`src/core/smbus_status_pkg.sv`:
```
package smbus_status_pkg;
    localparam logic [11:0] STATUS_OFFSET = 12'h0ac;
    localparam logic [11:0] CONTROL_OFFSET = 12'h0b0;
    localparam int SLAVE_ADDR_LSB = 1;
    localparam int MASTER_ADDR_LSB = 9;
    localparam int EXPANDER_ADDR_LSB = 17;
    localparam int LOAD_DONE_BIT = 24;
    localparam int NACK_ERR_BIT = 25;
    localparam int LOST_ARB_ERR_BIT = 26;
    localparam int MISPLACED_ERR_BIT = 27;
    localparam int CHECKSUM_ERR_BIT = 28;
    localparam int UNMAPPED_ERR_BIT = 29;
    localparam int IGNORE_MASTERS_BIT = 16;
    localparam int SKIP_CHECKSUM_BIT = 17;
    localparam logic [6:0] EXPANDER_ADDR_RESET = 7'h00;
    localparam logic [4:0] ARB_LIMIT = 5'h10;
    localparam logic [31:0] STATUS_RW1C_MASK = 32'h3e000000;
endpackage : smbus_status_pkg

```
`src/core/arb_event_if.sv`:
```
`timescale 1ns/1ps
interface arb_event_if;
    logic arb_lost;
    logic arb_won;
    logic xact_start;
    logic ignore_masters;
    logic retry;
    logic abort;
    modport counter (input arb_lost, input arb_won, input xact_start, input ignore_masters, output retry, output abort);
    modport user (output arb_lost, output arb_won, output xact_start, output ignore_masters, input retry, input abort);
endinterface : arb_event_if

```
`src/core/smbus_status_errors.sv`:
```
`timescale 1ns/1ps
module smbus_status_errors
    import smbus_status_pkg::*;
(
    input wire logic mclk,
    input wire logic rst_n,
    input wire logic [11:0] reg_addr,
    input wire logic reg_wr,
    input wire logic reg_rd,
    input wire logic [31:0] reg_wdata,
    output logic [31:0] reg_rdata,
    input wire logic reg_unlocked,
    input wire logic [6:0] slave_port_addr,
    input wire logic [6:0] master_port_addr,
    input wire logic load_at_reset_mode,
    input wire logic load_finished,
    input wire logic load_error_stop,
    input wire logic checksum_mismatch,
    input wire logic no_config_done,
    input wire logic unmapped_load_write,
    input wire logic nack_seen,
    input wire logic misplaced_cond,
    input wire logic xact_start,
    input wire logic arb_won,
    input wire logic arb_lost,
    output logic arb_retry,
    output logic xact_abort,
    output logic [6:0] expander_addr,
    output logic skip_checksum_check,
    output logic ignore_rival_masters
);
    typedef struct packed
    {
        logic init_done;
        logic [6:0] slave_port_addr;
        logic [6:0] master_port_addr;
        logic [6:0] expander_addr;
        logic eeprom_load_done;
        logic nack_err;
        logic lost_arb_err;
        logic misplaced_cond_err;
        logic init_checksum_err;
        logic unmapped_load_err;
        logic skip_checksum_check;
        logic ignore_rival_masters;
        logic arb_retry;
        logic xact_abort;
        logic [31:0] rdata;
    } status_state_t;

    status_state_t st_r;
    status_state_t st_nxt;
    logic status_wr;
    logic control_wr;
    logic [31:0] status_word;
    logic [31:0] control_word;
    arb_event_if arb_ev ();

    ////////////////////////////////////////////////////////////////////////
    // Arbitration retry counter

    assign arb_ev.arb_lost = arb_lost;
    assign arb_ev.arb_won = arb_won;
    assign arb_ev.xact_start = xact_start;
    assign arb_ev.ignore_masters = st_r.ignore_rival_masters;

    arb_retry_counter u_arb (
        .mclk(mclk),
        .rst_n(rst_n),
        .ev(arb_ev.counter)
    );

    ////////////////////////////////////////////////////////////////////////
    // Register map

    function automatic logic sticky(input logic cur, input logic set, input logic clr_wr, input logic clr_bit);
        // Set wins over clear
        sticky = set || (cur && !(clr_wr && clr_bit));
    endfunction : sticky

    assign status_wr = reg_wr && (reg_addr == STATUS_OFFSET);
    assign control_wr = reg_wr && (reg_addr == CONTROL_OFFSET);

    always_comb
    begin
        status_word = 32'h00000000;
        status_word[SLAVE_ADDR_LSB +: 7] = st_r.slave_port_addr;
        status_word[MASTER_ADDR_LSB +: 7] = st_r.master_port_addr;
        status_word[EXPANDER_ADDR_LSB +: 7] = st_r.expander_addr;
        status_word[LOAD_DONE_BIT] = st_r.eeprom_load_done;
        status_word[NACK_ERR_BIT] = st_r.nack_err;
        status_word[LOST_ARB_ERR_BIT] = st_r.lost_arb_err;
        status_word[MISPLACED_ERR_BIT] = st_r.misplaced_cond_err;
        status_word[CHECKSUM_ERR_BIT] = st_r.init_checksum_err;
        status_word[UNMAPPED_ERR_BIT] = st_r.unmapped_load_err;
        control_word = 32'h00000000;
        control_word[IGNORE_MASTERS_BIT] = st_r.ignore_rival_masters;
        control_word[SKIP_CHECKSUM_BIT] = st_r.skip_checksum_check;
    end

    ////////////////////////////////////////////////////////////////////////
    // Next state

    always_comb
    begin
        st_nxt = st_r;
        if (!rst_n)
        begin
            st_nxt = '0;
            st_nxt.expander_addr = EXPANDER_ADDR_RESET;
        end
        else
        begin
            st_nxt.init_done = 1'b1;
            if (!st_r.init_done)
            begin
                st_nxt.slave_port_addr = slave_port_addr;
                st_nxt.master_port_addr = master_port_addr;
            end
            if (status_wr && reg_unlocked)
            begin
                st_nxt.expander_addr = reg_wdata[EXPANDER_ADDR_LSB +: 7];
            end
            if (control_wr)
            begin
                st_nxt.ignore_rival_masters = reg_wdata[IGNORE_MASTERS_BIT];
                st_nxt.skip_checksum_check = reg_wdata[SKIP_CHECKSUM_BIT];
            end
            if (load_at_reset_mode && (load_finished || load_error_stop))
            begin
                st_nxt.eeprom_load_done = 1'b1;
            end
            st_nxt.nack_err = sticky(st_r.nack_err, nack_seen, status_wr, reg_wdata[NACK_ERR_BIT]);
            st_nxt.lost_arb_err = sticky(st_r.lost_arb_err, arb_ev.abort, status_wr,
                reg_wdata[LOST_ARB_ERR_BIT]);
            st_nxt.misplaced_cond_err = sticky(st_r.misplaced_cond_err, misplaced_cond, status_wr,
                reg_wdata[MISPLACED_ERR_BIT]);
            st_nxt.init_checksum_err = sticky(st_r.init_checksum_err,
                (checksum_mismatch && !st_r.skip_checksum_check) || no_config_done,
                status_wr, reg_wdata[CHECKSUM_ERR_BIT]);
            st_nxt.unmapped_load_err = sticky(st_r.unmapped_load_err, unmapped_load_write, status_wr,
                reg_wdata[UNMAPPED_ERR_BIT]);
            st_nxt.arb_retry = arb_ev.retry;
            st_nxt.xact_abort = arb_ev.abort;
            if (reg_rd && reg_addr == STATUS_OFFSET)
            begin
                st_nxt.rdata = status_word;
            end
            else if (reg_rd && reg_addr == CONTROL_OFFSET)
            begin
                st_nxt.rdata = control_word;
            end
            else
            begin
                st_nxt.rdata = 32'h00000000;
            end
        end
    end

    always_ff @(posedge mclk)
    begin
        st_r <= st_nxt;
    end

    assign reg_rdata = st_r.rdata;
    assign arb_retry = st_r.arb_retry;
    assign xact_abort = st_r.xact_abort;
    assign expander_addr = st_r.expander_addr;
    assign skip_checksum_check = st_r.skip_checksum_check;
    assign ignore_rival_masters = st_r.ignore_rival_masters;

    ////////////////////////////////////////////////////////////////////////
    // Checks

    property p_slave_addr_stable;
        @(posedge mclk) disable iff (!rst_n)
        st_r.init_done && $past(st_r.init_done) |-> $stable(st_r.slave_port_addr);
    endproperty
    a_slave_addr_stable: assert property (p_slave_addr_stable) else $error("slave address changed");

    property p_master_addr_stable;
        @(posedge mclk) disable iff (!rst_n)
        st_r.init_done && $past(st_r.init_done) |-> $stable(st_r.master_port_addr);
    endproperty
    a_master_addr_stable: assert property (p_master_addr_stable) else $error("master address changed");

    property p_expander_locked;
        @(posedge mclk) disable iff (!rst_n)
        !(status_wr && reg_unlocked) |=> $stable(expander_addr);
    endproperty
    a_expander_locked: assert property (p_expander_locked) else $error("expander address written while locked");

    property p_load_done;
        @(posedge mclk) disable iff (!rst_n)
        load_at_reset_mode && (load_finished || load_error_stop) |=> st_r.eeprom_load_done;
    endproperty
    a_load_done: assert property (p_load_done) else $error("load done not set");

    property p_nack_set_wins;
        @(posedge mclk) disable iff (!rst_n)
        nack_seen |=> st_r.nack_err;
    endproperty
    a_nack_set_wins: assert property (p_nack_set_wins) else $error("nack flag not set");

    property p_nack_clear;
        @(posedge mclk) disable iff (!rst_n)
        status_wr && reg_wdata[NACK_ERR_BIT] && !nack_seen |=> !st_r.nack_err;
    endproperty
    a_nack_clear: assert property (p_nack_clear) else $error("nack flag not cleared");

    property p_lost_arb_flag;
        @(posedge mclk) disable iff (!rst_n)
        arb_ev.abort |=> st_r.lost_arb_err && xact_abort;
    endproperty
    a_lost_arb_flag: assert property (p_lost_arb_flag) else $error("lost arbitration flag missing");

    property p_misplaced;
        @(posedge mclk) disable iff (!rst_n)
        misplaced_cond |=> st_r.misplaced_cond_err;
    endproperty
    a_misplaced: assert property (p_misplaced) else $error("misplaced condition flag missing");

    property p_checksum_skip;
        @(posedge mclk) disable iff (!rst_n)
        !st_r.init_checksum_err && st_r.skip_checksum_check && !no_config_done |=> !st_r.init_checksum_err;
    endproperty
    a_checksum_skip: assert property (p_checksum_skip) else $error("checksum error raised while skipped");

    property p_checksum_set;
        @(posedge mclk) disable iff (!rst_n)
        no_config_done |=> st_r.init_checksum_err;
    endproperty
    a_checksum_set: assert property (p_checksum_set) else $error("checksum flag missing");

    property p_unmapped;
        @(posedge mclk) disable iff (!rst_n)
        unmapped_load_write |=> st_r.unmapped_load_err;
    endproperty
    a_unmapped: assert property (p_unmapped) else $error("unmapped flag missing");

    property p_reserved_zero;
        @(posedge mclk) disable iff (!rst_n)
        $past(reg_rd && reg_addr == STATUS_OFFSET) |-> (reg_rdata & 32'hc0010101) == 32'h00000000;
    endproperty
    a_reserved_zero: assert property (p_reserved_zero) else $error("reserved bit set");
endmodule : smbus_status_errors

```
`src/core/arb_retry_counter.sv`:
```
`timescale 1ns/1ps
module arb_retry_counter
    import smbus_status_pkg::*;
(
    input wire logic mclk,
    input wire logic rst_n,
    arb_event_if.counter ev
);
    typedef struct packed
    {
        logic [4:0] lost_cnt;
        logic retry;
        logic abort;
    } arb_state_t;

    arb_state_t st_r;
    arb_state_t st_nxt;

    always_comb
    begin
        st_nxt = st_r;
        st_nxt.retry = 1'b0;
        st_nxt.abort = 1'b0;
        if (!rst_n || ev.xact_start || ev.arb_won)
        begin
            st_nxt.lost_cnt = 5'h00;
        end
        else if (ev.arb_lost && !ev.ignore_masters)
        begin
            if (st_r.lost_cnt + 5'h01 == ARB_LIMIT)
            begin
                st_nxt.abort = 1'b1;
                st_nxt.lost_cnt = 5'h00;
            end
            else
            begin
                st_nxt.retry = 1'b1;
                st_nxt.lost_cnt = st_r.lost_cnt + 5'h01;
            end
        end
    end

    always_ff @(posedge mclk)
    begin
        st_r <= st_nxt;
    end

    assign ev.retry = st_r.retry;
    assign ev.abort = st_r.abort;

    property p_no_abort_ignoring;
        @(posedge mclk) disable iff (!rst_n)
        ev.ignore_masters && $past(ev.ignore_masters) |-> !ev.abort;
    endproperty
    a_no_abort_ignoring: assert property (p_no_abort_ignoring) else $error("abort while ignoring rivals");

    property p_retry_on_loss;
        @(posedge mclk) disable iff (!rst_n)
        ev.arb_lost && !ev.ignore_masters && !ev.xact_start && !ev.arb_won |=> ev.retry || ev.abort;
    endproperty
    a_retry_on_loss: assert property (p_retry_on_loss) else $error("lost arbitration not retried");
endmodule : arb_retry_counter

```
`config.mk`:
```
export PLATFORM = sky130hd
export DESIGN_NAME = smbus_status_errors
export DESIGN_NICKNAME = d
export VERILOG_FILES = /design/src/core/smbus_status_pkg.sv /design/src/core/arb_event_if.sv /design/src/core/smbus_status_errors.sv /design/src/core/arb_retry_counter.sv
export SDC_FILE = /design/constraint.sdc
export NUM_CORES = 1
export LEC_CHECK = 0
export BUFFER_PORTS_ARGS = -buffer_cell sky130_fd_sc_hd__buf_2
export CAP_MARGIN = 15
export CORE_ASPECT_RATIO = 1.2
export CORE_UTILIZATION = 42
export DETAILED_ROUTE_END_ITERATION = 12
export PLACE_DENSITY = 0.75
export SETUP_SLACK_MARGIN = 0.5
export SLEW_MARGIN = 20
export SYNTH_ARGS = -nofsm -noshare
export SYNTH_HDL_FRONTEND = slang
export SYNTH_SLANG_ARGS = --single-unit
```
`constraint.sdc`:
```
create_clock -name mclk -period 1.31 [get_ports mclk]
set_clock_uncertainty 0.05 [all_clocks]
set_input_delay 0.262 -clock mclk [delete_from_list [all_inputs] [get_ports mclk]]
set_output_delay 0.262 -clock mclk [all_outputs]
set_load 0.01 [all_outputs]
```
# Word level (Yosys, flattened, before mapping)
# Index checks and enable logic that the tools add are counted.
[totals]
regBits = 71
latch_bits = 0
ram_bits = 0
rom_bits = 0
input_bits = 74
output_inout_bits = 43
elab_cells = 75
memories = 0
[classes]
addsub = 1
n_mul = 0
n_div = 0
n_lt_le_gt_ge = 0
eq_ne = 3
shifts = 0
mux = 10
bitwise = 3
reduce_logical = 38
[op_table]
columns = ["operator", "n"]
rows = [
  ["two-way mux 64 bit", 1],
  ["two-way mux 30 bit", 1],
  ["== test 12 x 8 -> 1 bit, second input constant", 2],
  ["logical AND 1 bit", 18],
  ["two-way mux 18 bit", 1],
  ["two-way mux 14 bit", 1],
  ["logical OR 1 bit", 9],
  ["zero test 1 bit", 8],
  ["two-way mux 7 bit", 1],
  ["adder 5 x 1 -> 5 bit, second input constant", 1],
  ["== test 5 bit, second input constant", 1],
  ["two-way mux 5 bit", 1],
  ["OR reduction 2 bit", 2],
  ["two-way mux 1 bit", 3],
  ["NOT 1 bit", 3],
  ["OR reduction 3 bit", 1],
  ["two-way mux 2 bit", 1],
]

# Longest topological paths before layout
[depth]
word_depth = 7
depth_mapped = 5
ltp_nobuf = 5

# Modules after synthesis
# Synthesis repeated with hierarchy kept, for this count alone.
[hier_totals]
hier_cells = 297
area_unflattened_um2 = 2800.2
[modules_own_cells]
columns = ["module", "n_inst", "cells_each", "area_each_um2", "seq_area_each_um2"]
rows = [
  ["smbus_status_errors", 1, 257, 2439.8, 1201.2],
  ["arb_retry_counter", 1, 40, 360.3, 140.1],
]

# Least setup slack after synthesis
# No wires, ideal clock.
[synth_path]
kind = "in2reg"
start = "in reg_addr[9]"
end = "reg st_r (netlist bit ignore_rival_masters)"
setup_time_ns = 0.118
arrival_ns = 1.204
t_required_ns = 1.142
slack_ns = -0.062
stages = 4
path_buffers = 0
path_cell_list = "nor4_4 nand2_1 or3b_4 mux2i_1"
[synth_via]
elab_chain_len = 2
[synth_rtl]
columns = ["item", "line_no", "rtl"]
rows = [
  ["start, declared", "smbus_status_errors.sv:7", "input wire logic [11:0] reg_addr,"],
  ["== test 12 x 8 -> 1 bit", "smbus_status_errors.sv:82", "assign control_wr = reg_wr && (reg_addr == CONTROL_OFFSET);"],
  ["logical AND 1 bit", "smbus_status_errors.sv:82", ""],
  ["end signal, assigned", "smbus_status_errors.sv:162", "st_r <= st_nxt;"],
  ["end, declared", "smbus_status_errors.sv:51", "status_state_t st_r;"],
]
# Every way passes these cells.
# A chain may end at the register's enable or synchronous reset.

# Worst setup path after layout
[layout_path]
start = "reg u_arb.st_r[3] in the netlist's numbering"
end = "reg u_arb.st_r (netlist bit u_arb.ev.retry)"
[layout_via]
elab_chain_len = 3
[layout_rtl]
columns = ["item", "line_no", "rtl"]
rows = [
  ["start, declared", "arb_retry_counter.sv:16", "arb_state_t st_r;"],
  ["start signal, assigned", "arb_retry_counter.sv:45", "st_r <= st_nxt;"],
  ["adder 5 x 1 -> 5 bit", "arb_retry_counter.sv:30", "if (st_r.lost_cnt + 5'h01 == ARB_LIMIT)"],
  ["== test 5 bit", "arb_retry_counter.sv:30", ""],
  ["two-way mux 1 bit", "arb_retry_counter.sv:30", ""],
]
# Every way passes these cells.

==> summary.md <==
| Metric | Value |
|---|---|
| Arr. time, crit path | 1460 ps |
| Data required time at the worst endpoint | 1490 ps |
| Initial core utilization | 43.80% |
| Final setup vio count | 0 |
| Commonest non-fill, non-tap cell in the layout | buf_2 |
| # Max-Cap Violations | 0 |
| Startpoint Class | register |
| Final Hold Vio Count | 0 |
| Status | finished clean |
| Cells on Worst Hold Path | 2 |
| RSZ-0062 raised after global routing | true |
| Root Driver | clkbuf_8 |
| First-pass GRT wire length | 9121 µm |
| Hpwl dp | 3666 µm |
| Leak | 1.826 nW |
| Wire per inst | 13.31 µm |
| Die height | 89.02 µm |
| Post-DR vias/cell | 4.731 |
| CTS Buffer Depth | 2 |
| Compound-Gate Fraction of Synth Area | 4.533% |
| Largest family of logic cells by synthesized area | simple AND/OR/NAND/NOR gates |
| Max-slew violations | 0 |
| Reg2reg end | u_arb.ev.retry |
| Die X | 74.51 µm |
| R2R depth | 5 |
| Antenna violations before repair | 0 |
| GRT Total Usage | 18.44% |
| Share of cells above drive strength 1 | 54.52% |
| Clock Pin Slew Worst Setup and Hold Paths | 80 ps |
| Slowest cell on crit path | dfxtp_4 |
| Overall Power | 4.453 mW |
| Die footprint | 6633 µm² |
| Most frequent cells in the layout | 65 x buf_2, 36 x buf_6, 36 x dfxtp_1, 27 x dfxtp_2, 26 x and2_1 |
| Asr flop ratio synth | 0% |
| Element type at the critical path end | register |
| Yosys cell types | 38 |
| Critical R2R Launch | u_arb.st_r[3] |
| Pre-CTS setup slack | -193.7 ps |
| Antenna cells | 0 |
| Yosys warnings | 0 |
| Period Utilization, post-route | 97.76% |
| Router iterations before antenna repair | 4 |
| Maximum number of pins on one net before global-route repair | 25 |
| Row count | 31 |
| H-tree depth | 3 |
| Worst reg2reg setup slack | 30 ps |
| Simple-gate share of the synthesized area | 21.10% |
| #FFs+latches synth | 67 |
| Max Clock Freq | 0.7808 GHz |
| Pwr Density | 1131 nW/µm² |
| Hold Crit Class | primary input to register |
| Critical-path cell list | buf_6, ha_4, nand3_2, o21a_1, nor2b_2 |
| Final Critical Period | 1281 ps |
| Gpl congestion | 0.7530 |
| Min-Delay Endpoint | st_r[40] |
| I/O pin count | 117 |
| Worst stage delay on the critical path | 390 ps |
| HP Start | reg_wdata[25] |
| Mapped cell area | 2650 µm² |
| Top cell type's share of synthesized area | 50.61% |
| Post-detailed-route count of antenna-violating nets | 0 |
| Synth Area in Adders | 0.9443% |
| Crit Path Max Fanout | 5 |
| Cell Count, Final, Fillers Out | 458 |
| Ranking of synthesized cells by area | dfxtp_1 51%, buf_4 11%, mux2i_1 8.7% |
| Buffers on Ports | 93 |
| Remaining DRCs | 0 |
| Core outline area | 6051 µm² |
| Clock sink count | 67 |
| Critical path class | register to register |
| # nets final | 447 |
| Dpl cells | 419 |
| Detailed Route WL | 6096 µm |
| Worst skew pair latency | 330 ps |
| Area growth syn-to-layout | 48.63% |
| Vias in the first global route | 2,054 |
| Final Util | 65.10% |
| Seq/Total Area, Yosys | 50.61% |
| Vias post-DR | 2,167 |
| CTS tree | built |
| Mean area per synthesized cell | 9.672 µm² |
| Main synth FF type | dfxtp_1 |
| DRT iter0 DRCs | 68 |
| Post-synth EDFFs | 0 |
| Setup ws final | 29.29 ps |
| Fill cell count | 464 |
| Post-Synth XOR/XNOR Area | 0.6610% |
| Largest area contributor in the netlist | dfxtp_1 |
| Mux cell area share after synthesis | 8.687% |
| Gate Count Post-Synth | 274 |
| GRT overflow | 0 |
| Inserted Clock Buffers | 9 |
| Worst IR drop on VDD | 0.6976 mV |
synth_stat cells, drive strengths merged (2+ instances only):
| cell type | count |
|---|---|
| ha | 2 |
| nor2 | 23 |
| a21oi | 6 |
| a31oi | 4 |
| dfxtp | 67 |
| clkbuf | 5 |
| and2 | 27 |
| inv | 8 |
| nand3 | 7 |
| nor2b | 4 |
| nor3 | 5 |
| xor2 | 2 |
| nand2 | 28 |
| buf | 41 |
| mux2i | 23 |
| o21ai | 5 |
| nand4 | 2 |
state kept, by name (all words and copies together) (netlist names):
register and cells:
u_arb.ev.retry 1, arb_retry 1, skip_checksum_check 1, u_arb.ev.abort 1, st_r 21, reg_rdata 28, u_arb.st_r 5, ignore_rival_masters 1
xact_abort 1, expander_addr 7
stage by stage:
step           setup TNS, ps  instance area (µm²)  hold WS, ps
2_1_floorplan         -134.6                 2770        239.7
3_3_place_gp           -4434                 3143        371.4
3_5_place_dp           -5601                 3143        381.1
4_1_cts                    0                 3665        28.10
5_1_grt               -12.72                 3939        43.29
6_report                   0                 3939        59.60
metal layers:
layer | part of all wire [%] | global-route usage, % | vias to the layer above
li1 | - | - | 1049
met1 | 39 | 19.87 | 1010
met2 | 54 | 33.74 | 92
met3 | 4.4 | 3.269 | 16
met4 | 2.4 | 9.949 | 0
met5 | 0 | 0 | -
critical path, delay by kind of cell, from the launching register on:
family | cells | cell delay [ps]
AO/OA/AOI/OAI | 1 | 230
adder cells (fa/ha/maj) | 1 | 150
flip-flops | 1 | 390
buffers and inverters | 1 | 110
AND/OR/NAND/NOR | 2 | 250
where the power goes:
group          internal [mW]  switching, mW  leakage, nW
clock network           1.27          0.786        0.121
registers               2.07         0.0217        0.561
logic                  0.167          0.139         1.14
total                   3.51          0.947         1.83
final cells by class:
type | count | area [µm²] | share of cell area, %
timing repair buffer | 129 | 1023 | 25.98
inverter | 8 | 45.04 | 1.144
clock buffer | 10 | 127.6 | 3.240
sequential | 67 | 1390 | 35.29
multi-input combinational | 156 | 1140 | 28.94
clock inverter | 6 | 110.1 | 2.795
tap | 82 | 102.6 | 2.605
worst max path at each step:
stage                              from                   end  cells after the start
after detailed placement    reg_addr[9]  ignore_rival_masters                      5
after global routing      u_arb.st_r[3]        u_arb.ev.retry                      5
after CTS                 u_arb.st_r[3]        u_arb.ev.retry                      5
after global placement      reg_addr[9]   skip_checksum_check                      5
final                     u_arb.st_r[3]        u_arb.ev.retry                      5
after floorplan             reg_addr[9]   skip_checksum_check                      4
timing repair:
action	4_1_cts	5_1_grt
buffers inserted	15	7
pin swaps	12	20
gates resized for setup	39	52
hold buffers	0	0
gates cloned	1	0
endpoints found under the setup margin	102	102
logic make-up (layout without fill, tap and decap cells):
group / count (synthesis) / after routing
buffers and inverters: 54 / 153
adders and majority gates: 2 / 2
other: 1 / 4
muxes: 23 / 23
DFF: 67 / 67
xor gates and xnor gates: 2 / 2
and+or+nand+nor: 105 / 105
AOI/OAI and AO/OA: 20 / 20
Note: power is estimated with default switching activity, not from simulation.
